## src/gps_pkg.sv

```systemverilog
// constants, register map and state type of the shared data-bus gpio ports
// assumes an axi4-lite master on the system clock and a bus controller outside
// What this block does
// - direction registers are write-only; reading them returns a fixed meaningless value
// - upper port is data bus d15-d8 in modes 1,2,4 and mode 7 expanded
// - output data register drives a pin only when it is a gpio output
// - pin-state read gives data bit when direction is 1, pin level otherwise
// - pin-state register is read-only; writes change nothing; reset shows pins
// - upper pull-up on in mode 7 only when direction 0 and pull-up bit 1
// - upper pull-ups stay off in modes 1, 2 and 4 at all times
// - open-drain bit 1 drives low only on non-bus pins; 0 is push-pull
// - modes 1,2,4: lower port gpio on 8-bit bus, data d7-d0 on 16-bit
// - mode 7 unexpanded lower port is gpio; expanded follows bus width
// - gpio pin with direction 1 is output, with direction 0 is input
// - lower pull-up on only when direction 0, pull-up bit 1, 8-bit bus
// - lower pull-ups off in reset, hardware standby and 16-bit bus mode
package gps_pkg;
    localparam int AXI_AW = 8;
    localparam logic [AXI_AW-1:0] UP_DIR_OFF = 8'h00;
    localparam logic [AXI_AW-1:0] UP_DATA_OFF = 8'h04;
    localparam logic [AXI_AW-1:0] UP_PIN_OFF = 8'h08;
    localparam logic [AXI_AW-1:0] UP_PULL_OFF = 8'h0C;
    localparam logic [AXI_AW-1:0] UP_OD_OFF = 8'h10;
    localparam logic [AXI_AW-1:0] LO_DIR_OFF = 8'h14;
    localparam logic [AXI_AW-1:0] LO_DATA_OFF = 8'h18;
    localparam logic [AXI_AW-1:0] LO_PIN_OFF = 8'h1C;
    localparam logic [AXI_AW-1:0] LO_PULL_OFF = 8'h20;
    localparam logic [AXI_AW-1:0] LO_OD_OFF = 8'h24;
    localparam logic [AXI_AW-1:0] STATUS_OFF = 8'h28;
    localparam logic [7:0] REG_RESET = 8'h00;
    localparam logic [7:0] DIR_READ_VALUE = 8'hFF; // arbitrary filler for write-only reads
    localparam logic [2:0] MODE_SINGLE = 3'h7;
    localparam int STAT_UP_BUS_BIT = 0;
    localparam int STAT_LO_BUS_BIT = 1;
    localparam logic [1:0] RESP_OKAY = 2'h0;
    localparam logic [1:0] RESP_SLVERR = 2'h2;

    typedef struct packed {
        logic [7:0] u_dir;
        logic [7:0] u_data;
        logic [7:0] u_pull;
        logic [7:0] u_od;
        logic [7:0] l_dir;
        logic [7:0] l_data;
        logic [7:0] l_pull;
        logic [7:0] l_od;
        logic [7:0] u_sync1;
        logic [7:0] u_sync2;
        logic [7:0] l_sync1;
        logic [7:0] l_sync2;
        logic aw_rdy;
        logic aw_ok;
        logic [AXI_AW-1:0] aw_addr;
        logic w_rdy;
        logic w_ok;
        logic [31:0] w_data;
        logic [3:0] w_strb;
        logic bvalid;
        logic [1:0] bresp;
        logic ar_rdy;
        logic rvalid;
        logic [31:0] rdata;
        logic [1:0] rresp;
        logic [7:0] u_out;
        logic [7:0] u_oe;
        logic [7:0] u_pu;
        logic [7:0] l_out;
        logic [7:0] l_oe;
        logic [7:0] l_pu;
        logic [15:0] bus_din;
        logic u_bus;
        logic l_bus;
    } gps_state_type;
endpackage

```

## src/gps_ports.sv

```systemverilog
// two 8-bit gpio ports sharing pins with the external data bus, axi4-lite slave
// assumes mode straps and bus width come from the system and stay quiet
//
// The implementer's own choices: the placing of the registers and the AXI4-Lite register port.
`timescale 1ns/10ps
module gps_ports import gps_pkg::*; (
    input wire logic clk,
    input wire logic rst_n,
    input wire logic [AXI_AW-1:0] s_axi_awaddr,
    input wire logic s_axi_awvalid,
    output logic s_axi_awready,
    input wire logic [31:0] s_axi_wdata,
    input wire logic [3:0] s_axi_wstrb,
    input wire logic s_axi_wvalid,
    output logic s_axi_wready,
    output logic [1:0] s_axi_bresp,
    output logic s_axi_bvalid,
    input wire logic s_axi_bready,
    input wire logic [AXI_AW-1:0] s_axi_araddr,
    input wire logic s_axi_arvalid,
    output logic s_axi_arready,
    output logic [31:0] s_axi_rdata,
    output logic [1:0] s_axi_rresp,
    output logic s_axi_rvalid,
    input wire logic s_axi_rready,
    input wire logic [2:0] mode_sel,
    input wire logic external_expansion_enable,
    input wire logic bus_16bit,
    input wire logic hw_standby,
    input wire logic [15:0] bus_data_out,
    input wire logic bus_data_oe,
    output logic [15:0] bus_data_in,
    input wire logic [7:0] upper_pin_in,
    output logic [7:0] upper_pin_out,
    output logic [7:0] upper_pin_oe,
    output logic [7:0] upper_pullup,
    input wire logic [7:0] lower_pin_in,
    output logic [7:0] lower_pin_out,
    output logic [7:0] lower_pin_oe,
    output logic [7:0] lower_pullup,
    output logic upper_is_bus,
    output logic lower_is_bus
);

    gps_state_type cur_reg;
    gps_state_type cur_next;
    logic u_bus_c;
    logic l_bus_c;
    logic wr_go;
    logic [AXI_AW-1:0] wr_addr;

    // per-bit readback mix of a pin-state register
    function automatic logic [7:0] pin_view(input logic [7:0] dir, input logic [7:0] dat,
                                            input logic [7:0] lvl);
        pin_view = (dir & dat) | (~dir & lvl);
    endfunction

    // pin driver for one port: {out, oe}
    function automatic logic [15:0] drive(input logic on_bus, input logic [7:0] dir,
                                          input logic [7:0] dat, input logic [7:0] od,
                                          input logic [7:0] bval, input logic boe);
        logic [7:0] o;
        logic [7:0] e;
        o = 8'h00;
        e = 8'h00;
        if (on_bus) begin
            // data bus output is always push-pull
            o = bval;
            e = {8{boe}};
        end else begin
            // open-drain only pulls low, so high means release
            o = dat & ~od;
            e = dir & (~od | ~dat);
        end
        drive = {o, e};
    endfunction

    // single-chip mode test
    function automatic logic is_single(input logic [2:0] m);
        is_single = (m == MODE_SINGLE);
    endfunction

    // register readback, also flags unmapped addresses
    function automatic logic [33:0] rd_word(input gps_state_type s,
                                            input logic [AXI_AW-1:0] a);
        logic [7:0] v;
        logic [1:0] r;
        v = 8'h00;
        r = RESP_OKAY;
        case (a)
            UP_DIR_OFF: v = DIR_READ_VALUE;
            UP_DATA_OFF: v = s.u_data;
            UP_PIN_OFF: v = pin_view(s.u_dir, s.u_data, s.u_sync2);
            UP_PULL_OFF: v = s.u_pull;
            UP_OD_OFF: v = s.u_od;
            LO_DIR_OFF: v = DIR_READ_VALUE;
            LO_DATA_OFF: v = s.l_data;
            LO_PIN_OFF: v = pin_view(s.l_dir, s.l_data, s.l_sync2);
            LO_PULL_OFF: v = s.l_pull;
            LO_OD_OFF: v = s.l_od;
            STATUS_OFF: begin
                v[STAT_UP_BUS_BIT] = s.u_bus;
                v[STAT_LO_BUS_BIT] = s.l_bus;
            end
            default: r = RESP_SLVERR;
        endcase
        rd_word = {r, 24'h00_0000, v};
    endfunction

    // bus ownership of each port from mode, expansion and bus width
    always_comb begin
        u_bus_c = !is_single(mode_sel) || external_expansion_enable;
        l_bus_c = u_bus_c && bus_16bit;
    end

    // next-state logic of the whole block
    always_comb begin
        logic [15:0] ud;
        logic [15:0] ld;
        logic [33:0] rw;
        cur_next = cur_reg;
        ud = 16'h0000;
        ld = 16'h0000;
        rw = 34'h0_0000_0000;
        wr_go = 1'b0;
        wr_addr = cur_reg.aw_addr;

        // two-flop synchronisers, first stage feeds only the second
        cur_next.u_sync1 = upper_pin_in;
        cur_next.u_sync2 = cur_reg.u_sync1;
        cur_next.l_sync1 = lower_pin_in;
        cur_next.l_sync2 = cur_reg.l_sync1;

        // write address and data captured in either order
        if (s_axi_awvalid && cur_reg.aw_rdy) begin
            cur_next.aw_ok = 1'b1;
            cur_next.aw_addr = s_axi_awaddr;
        end
        if (s_axi_wvalid && cur_reg.w_rdy) begin
            cur_next.w_ok = 1'b1;
            cur_next.w_data = s_axi_wdata;
            cur_next.w_strb = s_axi_wstrb;
        end
        if (cur_reg.bvalid && s_axi_bready) begin
            cur_next.bvalid = 1'b0;
        end

        // commit once both halves are held; only lane 0 carries data
        wr_addr = cur_next.aw_addr;
        wr_go = cur_next.aw_ok && cur_next.w_ok && !cur_reg.bvalid;
        if (wr_go) begin
            cur_next.aw_ok = 1'b0;
            cur_next.w_ok = 1'b0;
            cur_next.bvalid = 1'b1;
            cur_next.bresp = RESP_OKAY;
            if (cur_next.w_strb[0]) begin
                case (wr_addr)
                    UP_DIR_OFF: cur_next.u_dir = cur_next.w_data[7:0];
                    UP_DATA_OFF: cur_next.u_data = cur_next.w_data[7:0];
                    UP_PULL_OFF: cur_next.u_pull = cur_next.w_data[7:0];
                    UP_OD_OFF: cur_next.u_od = cur_next.w_data[7:0];
                    LO_DIR_OFF: cur_next.l_dir = cur_next.w_data[7:0];
                    LO_DATA_OFF: cur_next.l_data = cur_next.w_data[7:0];
                    LO_PULL_OFF: cur_next.l_pull = cur_next.w_data[7:0];
                    LO_OD_OFF: cur_next.l_od = cur_next.w_data[7:0];
                    default: ; // pin-state and status ignore writes
                endcase
            end
            rw = rd_word(cur_reg, wr_addr);
            if (rw[33:32] == RESP_SLVERR) begin
                cur_next.bresp = RESP_SLVERR;
            end
        end

        // read channel, answer one cycle after the address
        if (cur_reg.rvalid && s_axi_rready) begin
            cur_next.rvalid = 1'b0;
        end
        if (s_axi_arvalid && cur_reg.ar_rdy) begin
            rw = rd_word(cur_reg, s_axi_araddr);
            cur_next.rvalid = 1'b1;
            cur_next.rdata = rw[31:0];
            cur_next.rresp = rw[33:32];
        end
        cur_next.aw_rdy = !cur_next.aw_ok && !cur_next.bvalid;
        cur_next.w_rdy = !cur_next.w_ok && !cur_next.bvalid;
        cur_next.ar_rdy = !cur_next.rvalid;

        // pin drivers act on the current register copy
        ud = drive(u_bus_c, cur_reg.u_dir, cur_reg.u_data, cur_reg.u_od,
                   bus_data_out[15:8], bus_data_oe);
        ld = drive(l_bus_c, cur_reg.l_dir, cur_reg.l_data, cur_reg.l_od,
                   bus_data_out[7:0], bus_data_oe);
        cur_next.u_out = ud[15:8];
        cur_next.u_oe = ud[7:0];
        cur_next.l_out = ld[15:8];
        cur_next.l_oe = ld[7:0];
        cur_next.u_bus = u_bus_c;
        cur_next.l_bus = l_bus_c;

        // pull-ups; software standby leaves them under control
        cur_next.u_pu = 8'h00;
        if (is_single(mode_sel) && !hw_standby) begin
            cur_next.u_pu = ~cur_reg.u_dir & cur_reg.u_pull;
        end
        cur_next.l_pu = 8'h00;
        if (!bus_16bit && !hw_standby) begin
            cur_next.l_pu = ~cur_reg.l_dir & cur_reg.l_pull;
        end

        // data returned to the bus controller, read from synchronised pins
        cur_next.bus_din = {cur_reg.u_sync2, cur_reg.l_sync2};
    end

    // state register; reset leaves pull-ups and drivers off
    always_ff @(posedge clk or negedge rst_n) begin
        if (!rst_n) begin
            cur_reg <= '0;
        end else begin
            cur_reg <= cur_next;
        end
    end

    // every output straight from the state register
    always_comb begin
        s_axi_awready = cur_reg.aw_rdy;
        s_axi_wready = cur_reg.w_rdy;
        s_axi_bresp = cur_reg.bresp;
        s_axi_bvalid = cur_reg.bvalid;
        s_axi_arready = cur_reg.ar_rdy;
        s_axi_rdata = cur_reg.rdata;
        s_axi_rresp = cur_reg.rresp;
        s_axi_rvalid = cur_reg.rvalid;
        bus_data_in = cur_reg.bus_din;
        upper_pin_out = cur_reg.u_out;
        upper_pin_oe = cur_reg.u_oe;
        upper_pullup = cur_reg.u_pu;
        lower_pin_out = cur_reg.l_out;
        lower_pin_oe = cur_reg.l_oe;
        lower_pullup = cur_reg.l_pu;
        upper_is_bus = cur_reg.u_bus;
        lower_is_bus = cur_reg.l_bus;
    end
endmodule // gps_ports

```

## config.mk

```make
export PLATFORM = sky130hd
export DESIGN_NAME = gps_ports
export DESIGN_NICKNAME = d
export VERILOG_FILES = /design/src/gps_pkg.sv /design/src/gps_ports.sv
export SDC_FILE = /design/constraint.sdc
export NUM_CORES = 1
export LEC_CHECK = 0
export ABC_AREA = 1
export BUFFER_PORTS_ARGS = -buffer_cell sky130_fd_sc_hd__clkbuf_2
export CELL_PAD_IN_SITES_DETAIL_PLACEMENT = 2
export CELL_PAD_IN_SITES_GLOBAL_PLACEMENT = 2
export CORE_ASPECT_RATIO = 0.75
export CORE_MARGIN = 4
export CORE_UTILIZATION = 29
export DETAILED_ROUTE_END_ITERATION = 8
export PLACE_DENSITY = 0.87
export SYNTH_ARGS = -nofsm -noshare
export SYNTH_HDL_FRONTEND = slang
export SYNTH_SLANG_ARGS = --single-unit
```

## constraint.sdc

```tcl
create_clock -name clk -period 1.5 [get_ports clk]
set_input_delay 0.15 -clock clk [delete_from_list [all_inputs] [get_ports clk]]
set_output_delay 0.15 -clock clk [all_outputs]
set_load 0.05 [all_outputs]
```

==> flow_summary.yaml, run 1 <==
outcome:
  outcome: "finished with violations"
  failed_checks: "setup timing"
synth:
  synth_area_leaders: "dfrtp_1, nand2_1, buf_4"
  yosysWarningCount: 0
  yosys_most_used_dff: "dfrtp_1"
  syn_area_mm2: 0.008730
  synthArstFlopShare_pct: 100.0
  synth_cells: 977
  synth_edf_count: 0
  ys_seq_elements: 196
  synth_top_area_share_pct: 56.18
  yosysUniqueCellTypes: 29
  yosys.area.top_type: "dfrtp_1"
  synth.avg_cell_area_um2: 8.935
  seq_area_frac_synth_pct: 56.18
sta:
  setup_viol: 67
  finalClockSkew_ns: 0.01645
  hold_slack_ns: 0.1060
  period_needed_ns: 1.953
  fmax_mhz: 512.0
  hold_viol_final: 0
  rsz0062_at_grt: "true"
  fin_crit_sh_pct: 130.2
  fin_tns_setup_ns: -21.48
  layout_setup_ws_ns: -0.4532
  slew_viol_final: 0
job:
  max-cap-violations: 0
die:
  die_area_mm2: 0.03297
  die_w_um: 208.3
  die_h_um: 158.3
  boundaryPins: 205
  start_util_pct: 29.70
  core_region_area_mm2: 0.02939
  num_rows: 54
cells_and_area:
  syn_to_final_growth_pct: 35.73
  n_antenna_cell: 0
  nets: 1296
  largest_reg_flops: 83
  fin_util_pct: 40.32
  drive_above_1_share_pct: 36.58
detailed_routing:
  viasPerCell: 4.781
  routed_wl_um: 36370
  initialDrtViolationCount: 556
  wl_per_cell_um: 22.69
  vias: 7664
  met3WireLength_um: 1410
  top_layer: "met4"
  ant_nets: 0
  met2WireLength_um: 18690
  drcViolationCount: 0
  wl_met1_um: 15190
  drtPass1Iterations: 5
cts:
  cts-root-buf: "clkbuf_16"
  cts_made_buffers: 17
  clockBufferDepth: 2
  cts.sinks: 196
  clk_latency_ns: 0.46
  clkTransAtPathRegs_ns: 0.09
  cts_tree: "built"
  htreeDepth: 4
placement:
  port_buffers: 151
  place_congestion: 0.8402
  dp_hpwl_um: 22380
  preCtsSetupSlack_ns: -0.3967
critical_path:
  crit_path_end_kind: "flip-flop"
  crit_family: "simple AND/OR/NAND/NOR gates"
  slowest_stage: "dfrtp_2"
  start_kind: "flip-flop"
  critPathMaxStageDelay_ns: 0.47
  critPathKind: "reg -> reg"
  cp_max_fo: 8
  required_ns: 1.87
  crit_chain: "nand2_4 -> buf_4 -> nand2_1 -> nand2_1 -> nand2_4 -> nor2_4 -> nand2_2 -> nor2_4 -> clkbuf_16 -> nand2_2 -> o21ai_1"
  crit_buf_inv: 2
  arrival_ns: 2.32
  rrSetupSlack_ns: -0.45
grt:
  grt_pass1_wl_um: 48180
  grt_max_degree: 47
  grt_use_total_pct: 19.06
  antenna_found_initial: 0
  grt.overflow.total: 0
  grt_pass1_vias: 8179
power_and_ir_drop:
  fin_total_pwr_mw: 15.73
  cellLeakagePower_nw: 6.040
  vdd_drop_max_mv: 1.000
  p_per_area_mw_per_mm2: 1328
worst_hold_path:
  worst_hold_path_type: "in -> reg"
[worst min-delay path, stage by stage]
cell and delay (ns):
clkbuf_2 0.07, nor2_1 0.06, clkinv_1 0.15, o31ai_1 0.08
[cell usage in the layout, fill, tap and decap left out, types with 3 or more instances in the layout]
cell	count
conb_1	26
o21ai_2	34
nand3_1	42
and2_1	8
inv_2	5
inv_1	93
o21ai_1	30
nand3_2	11
dfrtp_1	191
dfrtp_2	5
nor2_1	53
dlygate4sd3_1	36
clkbuf_2	149
a21oi_1	15
nor2_4	13
nand2_8	5
clkbuf_16	21
buf_12	13
nand2_4	30
nand2_2	43
inv_6	4
buf_6	9
clkinv_4	4
o31ai_1	14
buf_4	78
o21ai_0	30
nand2_1	216
inv_8	3
nor3_1	9
[metrics by stage]
step,area (um^2),instances
after global routing,11850,1603
after CTS,11190,1582
final,11850,1603
after global placement,9884,1498
after floorplan,8865,1002
after detailed placement,9884,1498
[power breakdown]
part           internal (mW)  switching (mW)  total [mW]
clock network           2.43            2.40        4.82
registers               5.78           0.310        6.09
logic                   1.58            3.24        4.82
total                   9.79            5.94        15.7
[final timing paths]
path | cells past startpoint | startpoint | endpoint
max in group asynchronous | 3 | rst_n | s_axi_awready
worst max register to register | 11 | s_axi_awready | cur_reg[200]
min in group asynchronous | 2 | rst_n | cur_reg[198]
worst min-delay path | 4 | external_expansion_enable | upper_pin_out[3]
worst min register to register | 0 | cur_next[172] | cur_next[13]
worst max-delay path | 11 | s_axi_awready | cur_reg[200]
[synthesized netlist by cell type, types with 2 or more instances]
library cell  instances
nand2_1             280
dfrtp_1             196
buf_4               106
inv_1               100
o21ai_0              62
nor2_1               58
nand3_1              54
o21ai_1              22
a21oi_1              15
o31ai_1              14
o21ai_2              10
nor3_1                9
and2_1                8
nand2_2               7
nor2_4                7
clkbuf_1              5
buf_2                 4
buf_6                 4
clkinv_1              2
nand2_4               2
nand3b_1              2
nor2_2                2
or2_2                 2
[area by class of cell]
type	count	area, um^2
Fill cell	3198	17540
Sequential cell	196	4911
Multi-Input combinational cell	589	3267
Timing Repair Buffer	291	2182
Tap cell	392	490.5
Clock buffer	18	439.2
Inverter	103	396.6
Clock inverter	14	162.7
[kinds of logic after synthesis]
logic type             synth area share (%)
DFF                                   56.18
AOI/OAI and AO/OA                     7.883
other                               0.04296
and+or+nand+nor                       21.36
buffers and inverters                 14.53
[metal layers]
metal / track usage, % / up-vias
li1: - / 3395
met3: 3.388 / 62
met5: 0 / -
met1: 24.19 / 3981
met4: 4.939 / 0
met2: 34.09 / 226
[timing repair]
action                     4_1_cts  5_1_grt
hold endpoints to repair       233        0
gates cloned                     5        5
pin swaps                        9       37
setup endpoints to repair       65       73
hold buffers                    36        0
resized for setup               50      145
buffers inserted                11       16
No activity file was read; power rests on OpenSTA's default activity.
==> run 2: changes to the inputs <==
--- a/config.mk
+++ b/config.mk
@@ -6,10 +6,10 @@
 export NUM_CORES = 1
 export LEC_CHECK = 0
 export ABC_AREA = 1
-export BUFFER_PORTS_ARGS = -buffer_cell sky130_fd_sc_hd__clkbuf_2
+export BUFFER_PORTS_ARGS = -buffer_cell sky130_fd_sc_hd__buf_2
 export CELL_PAD_IN_SITES_DETAIL_PLACEMENT = 2
 export CELL_PAD_IN_SITES_GLOBAL_PLACEMENT = 2
-export CORE_ASPECT_RATIO = 0.75
+export CORE_ASPECT_RATIO = 0.7
 export CORE_MARGIN = 4
 export CORE_UTILIZATION = 29
 export DETAILED_ROUTE_END_ITERATION = 8
==> run 2 against run 1 <==
The run still ends with setup timing left; cell count decreased by 1.3%; first-iteration DRC count decreased by 11%; hold slack got worse by 0.070 ns; global-route usage increased by 1.3 points; critical endpoint is now cur_reg[190]; largest cell class unchanged.
==> flow_summary.yaml, run 2 (synthesis gave the netlist of run 1 again) <==
power_and_ir_drop:
  p_sw_mw: 5.757
  pwr-share-clk_pct: 29.8
  p_sw_share_pct: 37.60
  p_per_area_mw_per_mm2: 1323
  vdd_drop_max_mv: 1.053
  cellLeakagePower_nw: 5.878
  combPwrFrac_pct: 30.6
  p_int_mw: 9.555
  power.share.sequential_pct: 39.6
cts:
  cts_tree: "built"
  clk_latency_ns: 0.47
  cts.sinks: 196
  cts-root-buf: "clkbuf_16"
  clockBufferDepth: 2
  cts_made_buffers: 17
  clkTransAtPathRegs_ns: 0.09
  htreeDepth: 4
detailed_routing:
  ant_nets: 0
  vias: 7564
  drcViolationCount: 0
  initialDrtViolationCount: 496
  drtPass1Iterations: 5
  routed_wl_um: 35680
  viasPerCell: 4.781
  wl_per_cell_um: 22.55
cells_and_area:
  n_antenna_cell: 0
  syn_to_final_growth_pct: 32.61
  final_common_cell: "nand2_1"
  largest_reg_flops: 83
  design_area_mm2: 0.01158
  stdcell_count: 1582
  fin_util_pct: 39.54
  drive_above_1_share_pct: 33.55
  layout_common_cells: "nand2_1, dfrtp_1, buf_2"
  nets: 1289
sta:
  slew_headroom_pct: 64.21
  worst_slew_pin_slew_ns: 0.5355
  hold_viol_final: 0
  setup_viol: 69
  fmax_mhz: 526.4
  rsz0062_at_grt: "true"
  fin_crit_sh_pct: 126.6
  finalClockSkew_ns: 0.01734
  slew_viol_final: 0
  fin_tns_setup_ns: -18.21
  layout_setup_ws_ns: -0.3997
  period_needed_ns: 1.900
grt:
  grt_max_degree: 49
  grt_pass1_vias: 8718
  grt_pass1_wl_um: 51740
  antenna_found_initial: 1
  grt.overflow.total: 0
  grt_use_total_pct: 20.38
die:
  boundaryPins: 205
  die_w_um: 215.4
  core_region_area_mm2: 0.02928
  die_h_um: 153.2
  die_area_mm2: 0.03299
  start_util_pct: 29.82
  num_rows: 52
critical_path:
  reg2reg_from: "s_axi_awready"
  cp_max_fo: 8
  start_kind: "flip-flop"
  required_ns: 1.88
  reg2reg_to: "cur_reg[190]"
  crit_path_end_kind: "flip-flop"
  arrival_ns: 2.28
  critPathKind: "reg -> reg"
  worstRegToRegCells: 11
  rrSetupSlack_ns: -0.40
outcome:
  failed_checks: "setup timing"
  outcome: "finished with violations"
worst_hold_path:
  worstHoldStart: "s_axi_awaddr[5]"
  min_path_cells: 3
  holdPathEnd: "cur_reg[148]"
  worst_hold_path_type: "in -> reg"
job:
  max-cap-violations: 0
placement:
  preCtsSetupSlack_ns: -0.4077
  port_buffers: 151
  dp_hpwl_um: 22360
  place_inst: 1480
  postPlaceCellArea_mm2: 0.009877
  place_congestion: 0.8394
-- run 2: cell count changes in the layout (fill, tap and decap cells not counted), moves of 5 or more --
cell	delta
buf_4	-10
buf_2	+149
nand2_1	+23
nand2_2	-8
nand2_4	-15
clkbuf_2	-149
o21ai_0	+5
o21ai_2	-11
-- run 2: final cells by class --
class / count / area [um^2]
clock buffer: 19 / 442.9
tap: 378 / 473.0
inverter: 103 / 391.6
clock inverter: 13 / 111.4
timing repair buffer: 284 / 2126
multi-input combinational: 589 / 3120
sequential: 196 / 4911
fill: 3179 / 17700
-- run 2: worst max-delay path by stage --
stage	start	end	slack, ns	cells after the start
2_1_floorplan	s_axi_wready	cur_reg[206]	-0.28	10
3_3_place_gp	s_axi_awready	cur_reg[223]	-0.22	10
3_5_place_dp	s_axi_awready	cur_reg[188]	-0.41	11
4_1_cts	s_axi_awready	cur_reg[189]	-0.23	11
5_1_grt	s_axi_awready	cur_reg[190]	-0.47	11
6_report	s_axi_awready	cur_reg[190]	-0.40	11
-- run 2: layer usage --
layer / vias to the layer above / wire length, um / track usage, %
met1: 3898 / 15100 / 25.14
met5: - / 10 / 0
met3: 75 / 1529 / 3.771
li1: 3373 / - / -
met4: 2 / 979 / 7.235
met2: 216 / 18060 / 35.88
-- run 2: critical path, stage by stage, from the launching register on --
cell and delay [ns]:
dfrtp_2 0.47, nand2_4 0.11, buf_6 0.12, nand2_1 0.05, nand2_1 0.09, nand2_1 0.11
nor2_4 0.14, nand2_2 0.10, nor2_4 0.20, buf_12 0.18, nand2_1 0.11, o21ai_2 0.12
-- run 2: what timing repair did --
| item | in CTS | in global routing |
|---|---|---|
| resized for setup | 62 | 82 |
| gates cloned | 5 | 2 |
| endpoints found under the hold margin | 228 | 0 |
| setup buffers | 16 | 11 |
| hold buffers | 36 | 0 |
| endpoints found under the setup margin | 67 | 73 |
| pin swaps | 10 | 18 |
-- run 2: power groups by stage --
stage          sequential [mW]  combinational (mW)  clock [mW]
6_report                  6.07                4.68        4.57
4_1_cts                   6.04                4.21        4.60
3_3_place_gp              6.09                3.42           0
5_1_grt                   6.11                4.99        4.92
2_1_floorplan             6.22                2.11           0
3_5_place_dp              6.12                3.61           0
-- run 2: stage by stage --
| stage | hold WS (ns) | total power [mW] |
|---|---|---|
| 2_1_floorplan | -0.1456 | 8.337 |
| 3_3_place_gp | 0.09561 | 9.509 |
| 3_5_place_dp | 0.09964 | 9.733 |
| 4_1_cts | 0.005965 | 14.86 |
| 5_1_grt | 0.02253 | 16.02 |
| 6_report | 0.03617 | 15.31 |
==> run 3: changes to the inputs <==
--- a/config.mk
+++ b/config.mk
@@ -5,15 +5,14 @@
 export SDC_FILE = /design/constraint.sdc
 export NUM_CORES = 1
 export LEC_CHECK = 0
-export ABC_AREA = 1
 export BUFFER_PORTS_ARGS = -buffer_cell sky130_fd_sc_hd__buf_2
 export CELL_PAD_IN_SITES_DETAIL_PLACEMENT = 2
 export CELL_PAD_IN_SITES_GLOBAL_PLACEMENT = 2
 export CORE_ASPECT_RATIO = 0.7
 export CORE_MARGIN = 4
-export CORE_UTILIZATION = 29
+export CORE_UTILIZATION = 32
 export DETAILED_ROUTE_END_ITERATION = 8
-export PLACE_DENSITY = 0.87
+export PLACE_DENSITY = 0.88
 export SYNTH_ARGS = -nofsm -noshare
 export SYNTH_HDL_FRONTEND = slang
 export SYNTH_SLANG_ARGS = --single-unit
==> run 3 against run 2 <==
The flow still finishes with violations (setup timing); clock-buffer cell count shrank 1; synthesized cell count shrank 26%; global-route usage grew 1.0 points; via count shrank 15%; sequential share of layout area grew 0.47 points; design area shrank 1.1%; hold slack gained 0.054 ns; power grew 5.0%; register-to-register slack lost 0.40 ns; utilization grew 3.3 points; maximum frequency shrank 18%; largest cell class unchanged.
==> flow_summary.yaml, run 3 <==
cells_and_area:
  nets: 1051
  layout_common_cells: "dfrtp_1, buf_2, buf_4"
  final_common_cell: "dfrtp_1"
  n_antenna_cell: 0
  syn_to_final_growth_pct: 31.91
  largest_reg_flops: 83
  drive_above_1_share_pct: 45.24
  nFillCells: 2714
detailed_routing:
  drtPass1Iterations: 4
  drcViolationCount: 0
  routed_wl_um: 31520
  wl_per_cell_um: 23.70
  initialDrtViolationCount: 295
  vias: 6446
  viasPerCell: 4.847
  ant_nets: 0
sta:
  period_needed_ns: 2.304
  fmax_mhz: 434.0
  fin_tns_setup_ns: -45.51
  rsz0062_at_grt: "true"
  hold_viol_final: 0
  setup_viol: 66
  finalClockSkew_ns: 0.01063
  hold_slack_ns: 0.09034
  slew_viol_final: 0
  fin_crit_sh_pct: 153.6
  layout_setup_ws_ns: -0.8043
placement:
  place_congestion: 0.8877
  port_buffers: 151
  dp_hpwl_um: 22950
cts:
  cts_made_buffers: 17
  clockBufferDepth: 2
  clkTransAtPathRegs_ns: 0.08
  cts.sinks: 196
  htreeDepth: 4
  cts_tree: "built"
  cts-root-buf: "clkbuf_16"
  clk_latency_ns: 0.45
grt:
  antenna_found_initial: 1
  grt_pass1_wl_um: 48390
  grt.overflow.total: 0
  grt_pass1_vias: 7585
  grt_use_total_pct: 21.38
  grt_max_degree: 47
synth:
  yosysWarningCount: 0
  synth_area_leaders: "dfrtp_1, mux2_2, buf_4"
  synth_cells: 723
  synth_edf_count: 0
  synthArstFlopShare_pct: 100.0
  syn_area_mm2: 0.008676
  synth.avg_cell_area_um2: 12.00
  yosys_most_used_dff: "dfrtp_1"
  yosys.area.top_type: "dfrtp_1"
  synth.most_common_cell: "dfrtp_1"
  synth_top_area_share_pct: 56.53
  ys_top_cells_by_count: "dfrtp_1, buf_4, nand2_1"
  ys_seq_elements: 196
  yosysUniqueCellTypes: 58
  seq_area_frac_synth_pct: 56.53
die:
  boundaryPins: 205
  core_region_area_mm2: 0.02671
  die_h_um: 145.8
  die_area_mm2: 0.02985
  start_util_pct: 32.48
  die_w_um: 204.8
  num_rows: 50
critical_path:
  arrival_ns: 2.63
  crit_chain: "buf_6 -> a21oi_4 -> or3_4 -> or3_4 -> buf_6 -> nor3_4 -> buf_6 -> mux2_4"
  crit_path_end_kind: "flip-flop"
  start_kind: "flip-flop"
  critPathKind: "reg -> reg"
  critical_path.most_common_cell: "buf_6"
  critPathMaxStageDelay_ns: 0.41
  required_ns: 1.83
  cp_max_fo: 8
  slowest_stage: "dfrtp_2"
worst_hold_path:
  worst_hold_path_type: "in -> reg"
outcome:
  failed_checks: "setup timing"
  outcome: "finished with violations"
power_and_ir_drop:
  p_per_area_mw_per_mm2: 1405
  vdd_drop_max_mv: 0.8326
  cellLeakagePower_nw: 5.521
job:
  max-cap-violations: 0
run 3: cell types whose count changed in the layout (fill, tap and decap cells not counted), sizes merged, moves of 9 or more:
| cell | delta |
|---|---|
| buf | +23 |
| nand3b | +19 |
| nor2 | -46 |
| nand3 | -48 |
| inv | -86 |
| nand2 | -207 |
| nor3b | +17 |
| o21ai | -80 |
| a22oi | +9 |
| mux2 | +83 |
| o31ai | -10 |
| a31o | +16 |
| mux2i | +13 |
run 3: stage by stage:
stage	std cells	power, mW	area, um^2	utilization [%]	setup slack (ns)
after CTS	1328	16.03	11380	42.59	-0.7743
after global routing	1330	16.87	11440	42.84	-0.8919
final	1330	16.08	11440	42.84	-0.8043
after detailed placement	1251	10.90	10120	37.90	-0.8620
after global placement	1251	10.54	10120	37.90	-0.7271
after floorplan	748	8.937	8818	-	-0.8253
run 3: final cells by class:
class                      count  area (um^2)  area share, %
tap                          364        455.4          3.979
clock buffer                  18        429.2          3.750
timing repair buffer         308         2216          19.36
sequential                   196         4908          42.89
clock inverter                14        140.1          1.224
multi-input combinational    417         3247          28.37
inverter                      13        48.80         0.4264
run 3: path summary, 6_finish.rpt:
path	start	to	slack, ns	depth (start not counted)
hold reg to reg	cur_next[174]	cur_next[15]	0.36	0
min in group asynchronous	rst_n	bus_data_in[0]	0.20	2
setup reg to reg	s_axi_awready	cur_reg[197]	-0.80	8
setup / recovery	s_axi_awready	cur_reg[197]	-0.80	8
hold / removal	s_axi_wdata[7]	cur_reg[116]	0.09	2
max in group asynchronous	rst_n	cur_next[159]	0.63	4
run 3: report_power, final:
part / total (mW) / leakage, nW / internal [mW] / switching [mW]
Combinational: 5.00 / 2.74 / 2.12 / 2.88
Sequential: 6.54 / 2.50 / 5.98 / 0.556
Clock: 4.54 / 0.278 / 2.22 / 2.32
run 3: cell families after synthesis:
logic type / synth area share [%]
other: 0.04322
buffers and inverters: 10.27
multiplexers: 12.62
XOR/XNOR: 0.1010
AO/OA/AOI/OAI: 8.321
AND/OR/NAND/NOR: 12.11
flip-flops: 56.53
run 3: what timing repair did:
action,CTS,global route
setup endpoints to repair,67,73
resized for setup,55,19
endpoints found under the hold margin,184,0
hold buffers,39,0
pin swaps,8,8
setup buffers,6,3
run 3: critical path: cells and delay by family, from the launching register on:
| kind | cells | cell delay (ns) |
|---|---|---|
| AOI/OAI and AO/OA | 1 | 0.05 |
| buffers and inverters | 3 | 0.45 |
| and+or+nand+nor | 3 | 0.95 |
| DFF | 1 | 0.41 |
| muxes | 1 | 0.33 |
run 3: metal layers:
metal	GRT usage, %	up-vias	routed length [um]
met5	0	-	13
met4	5.825	2	568
met3	4.945	41	1686
met2	35.90	185	15640
met1	27.88	3378	13620
li1	-	2840	-
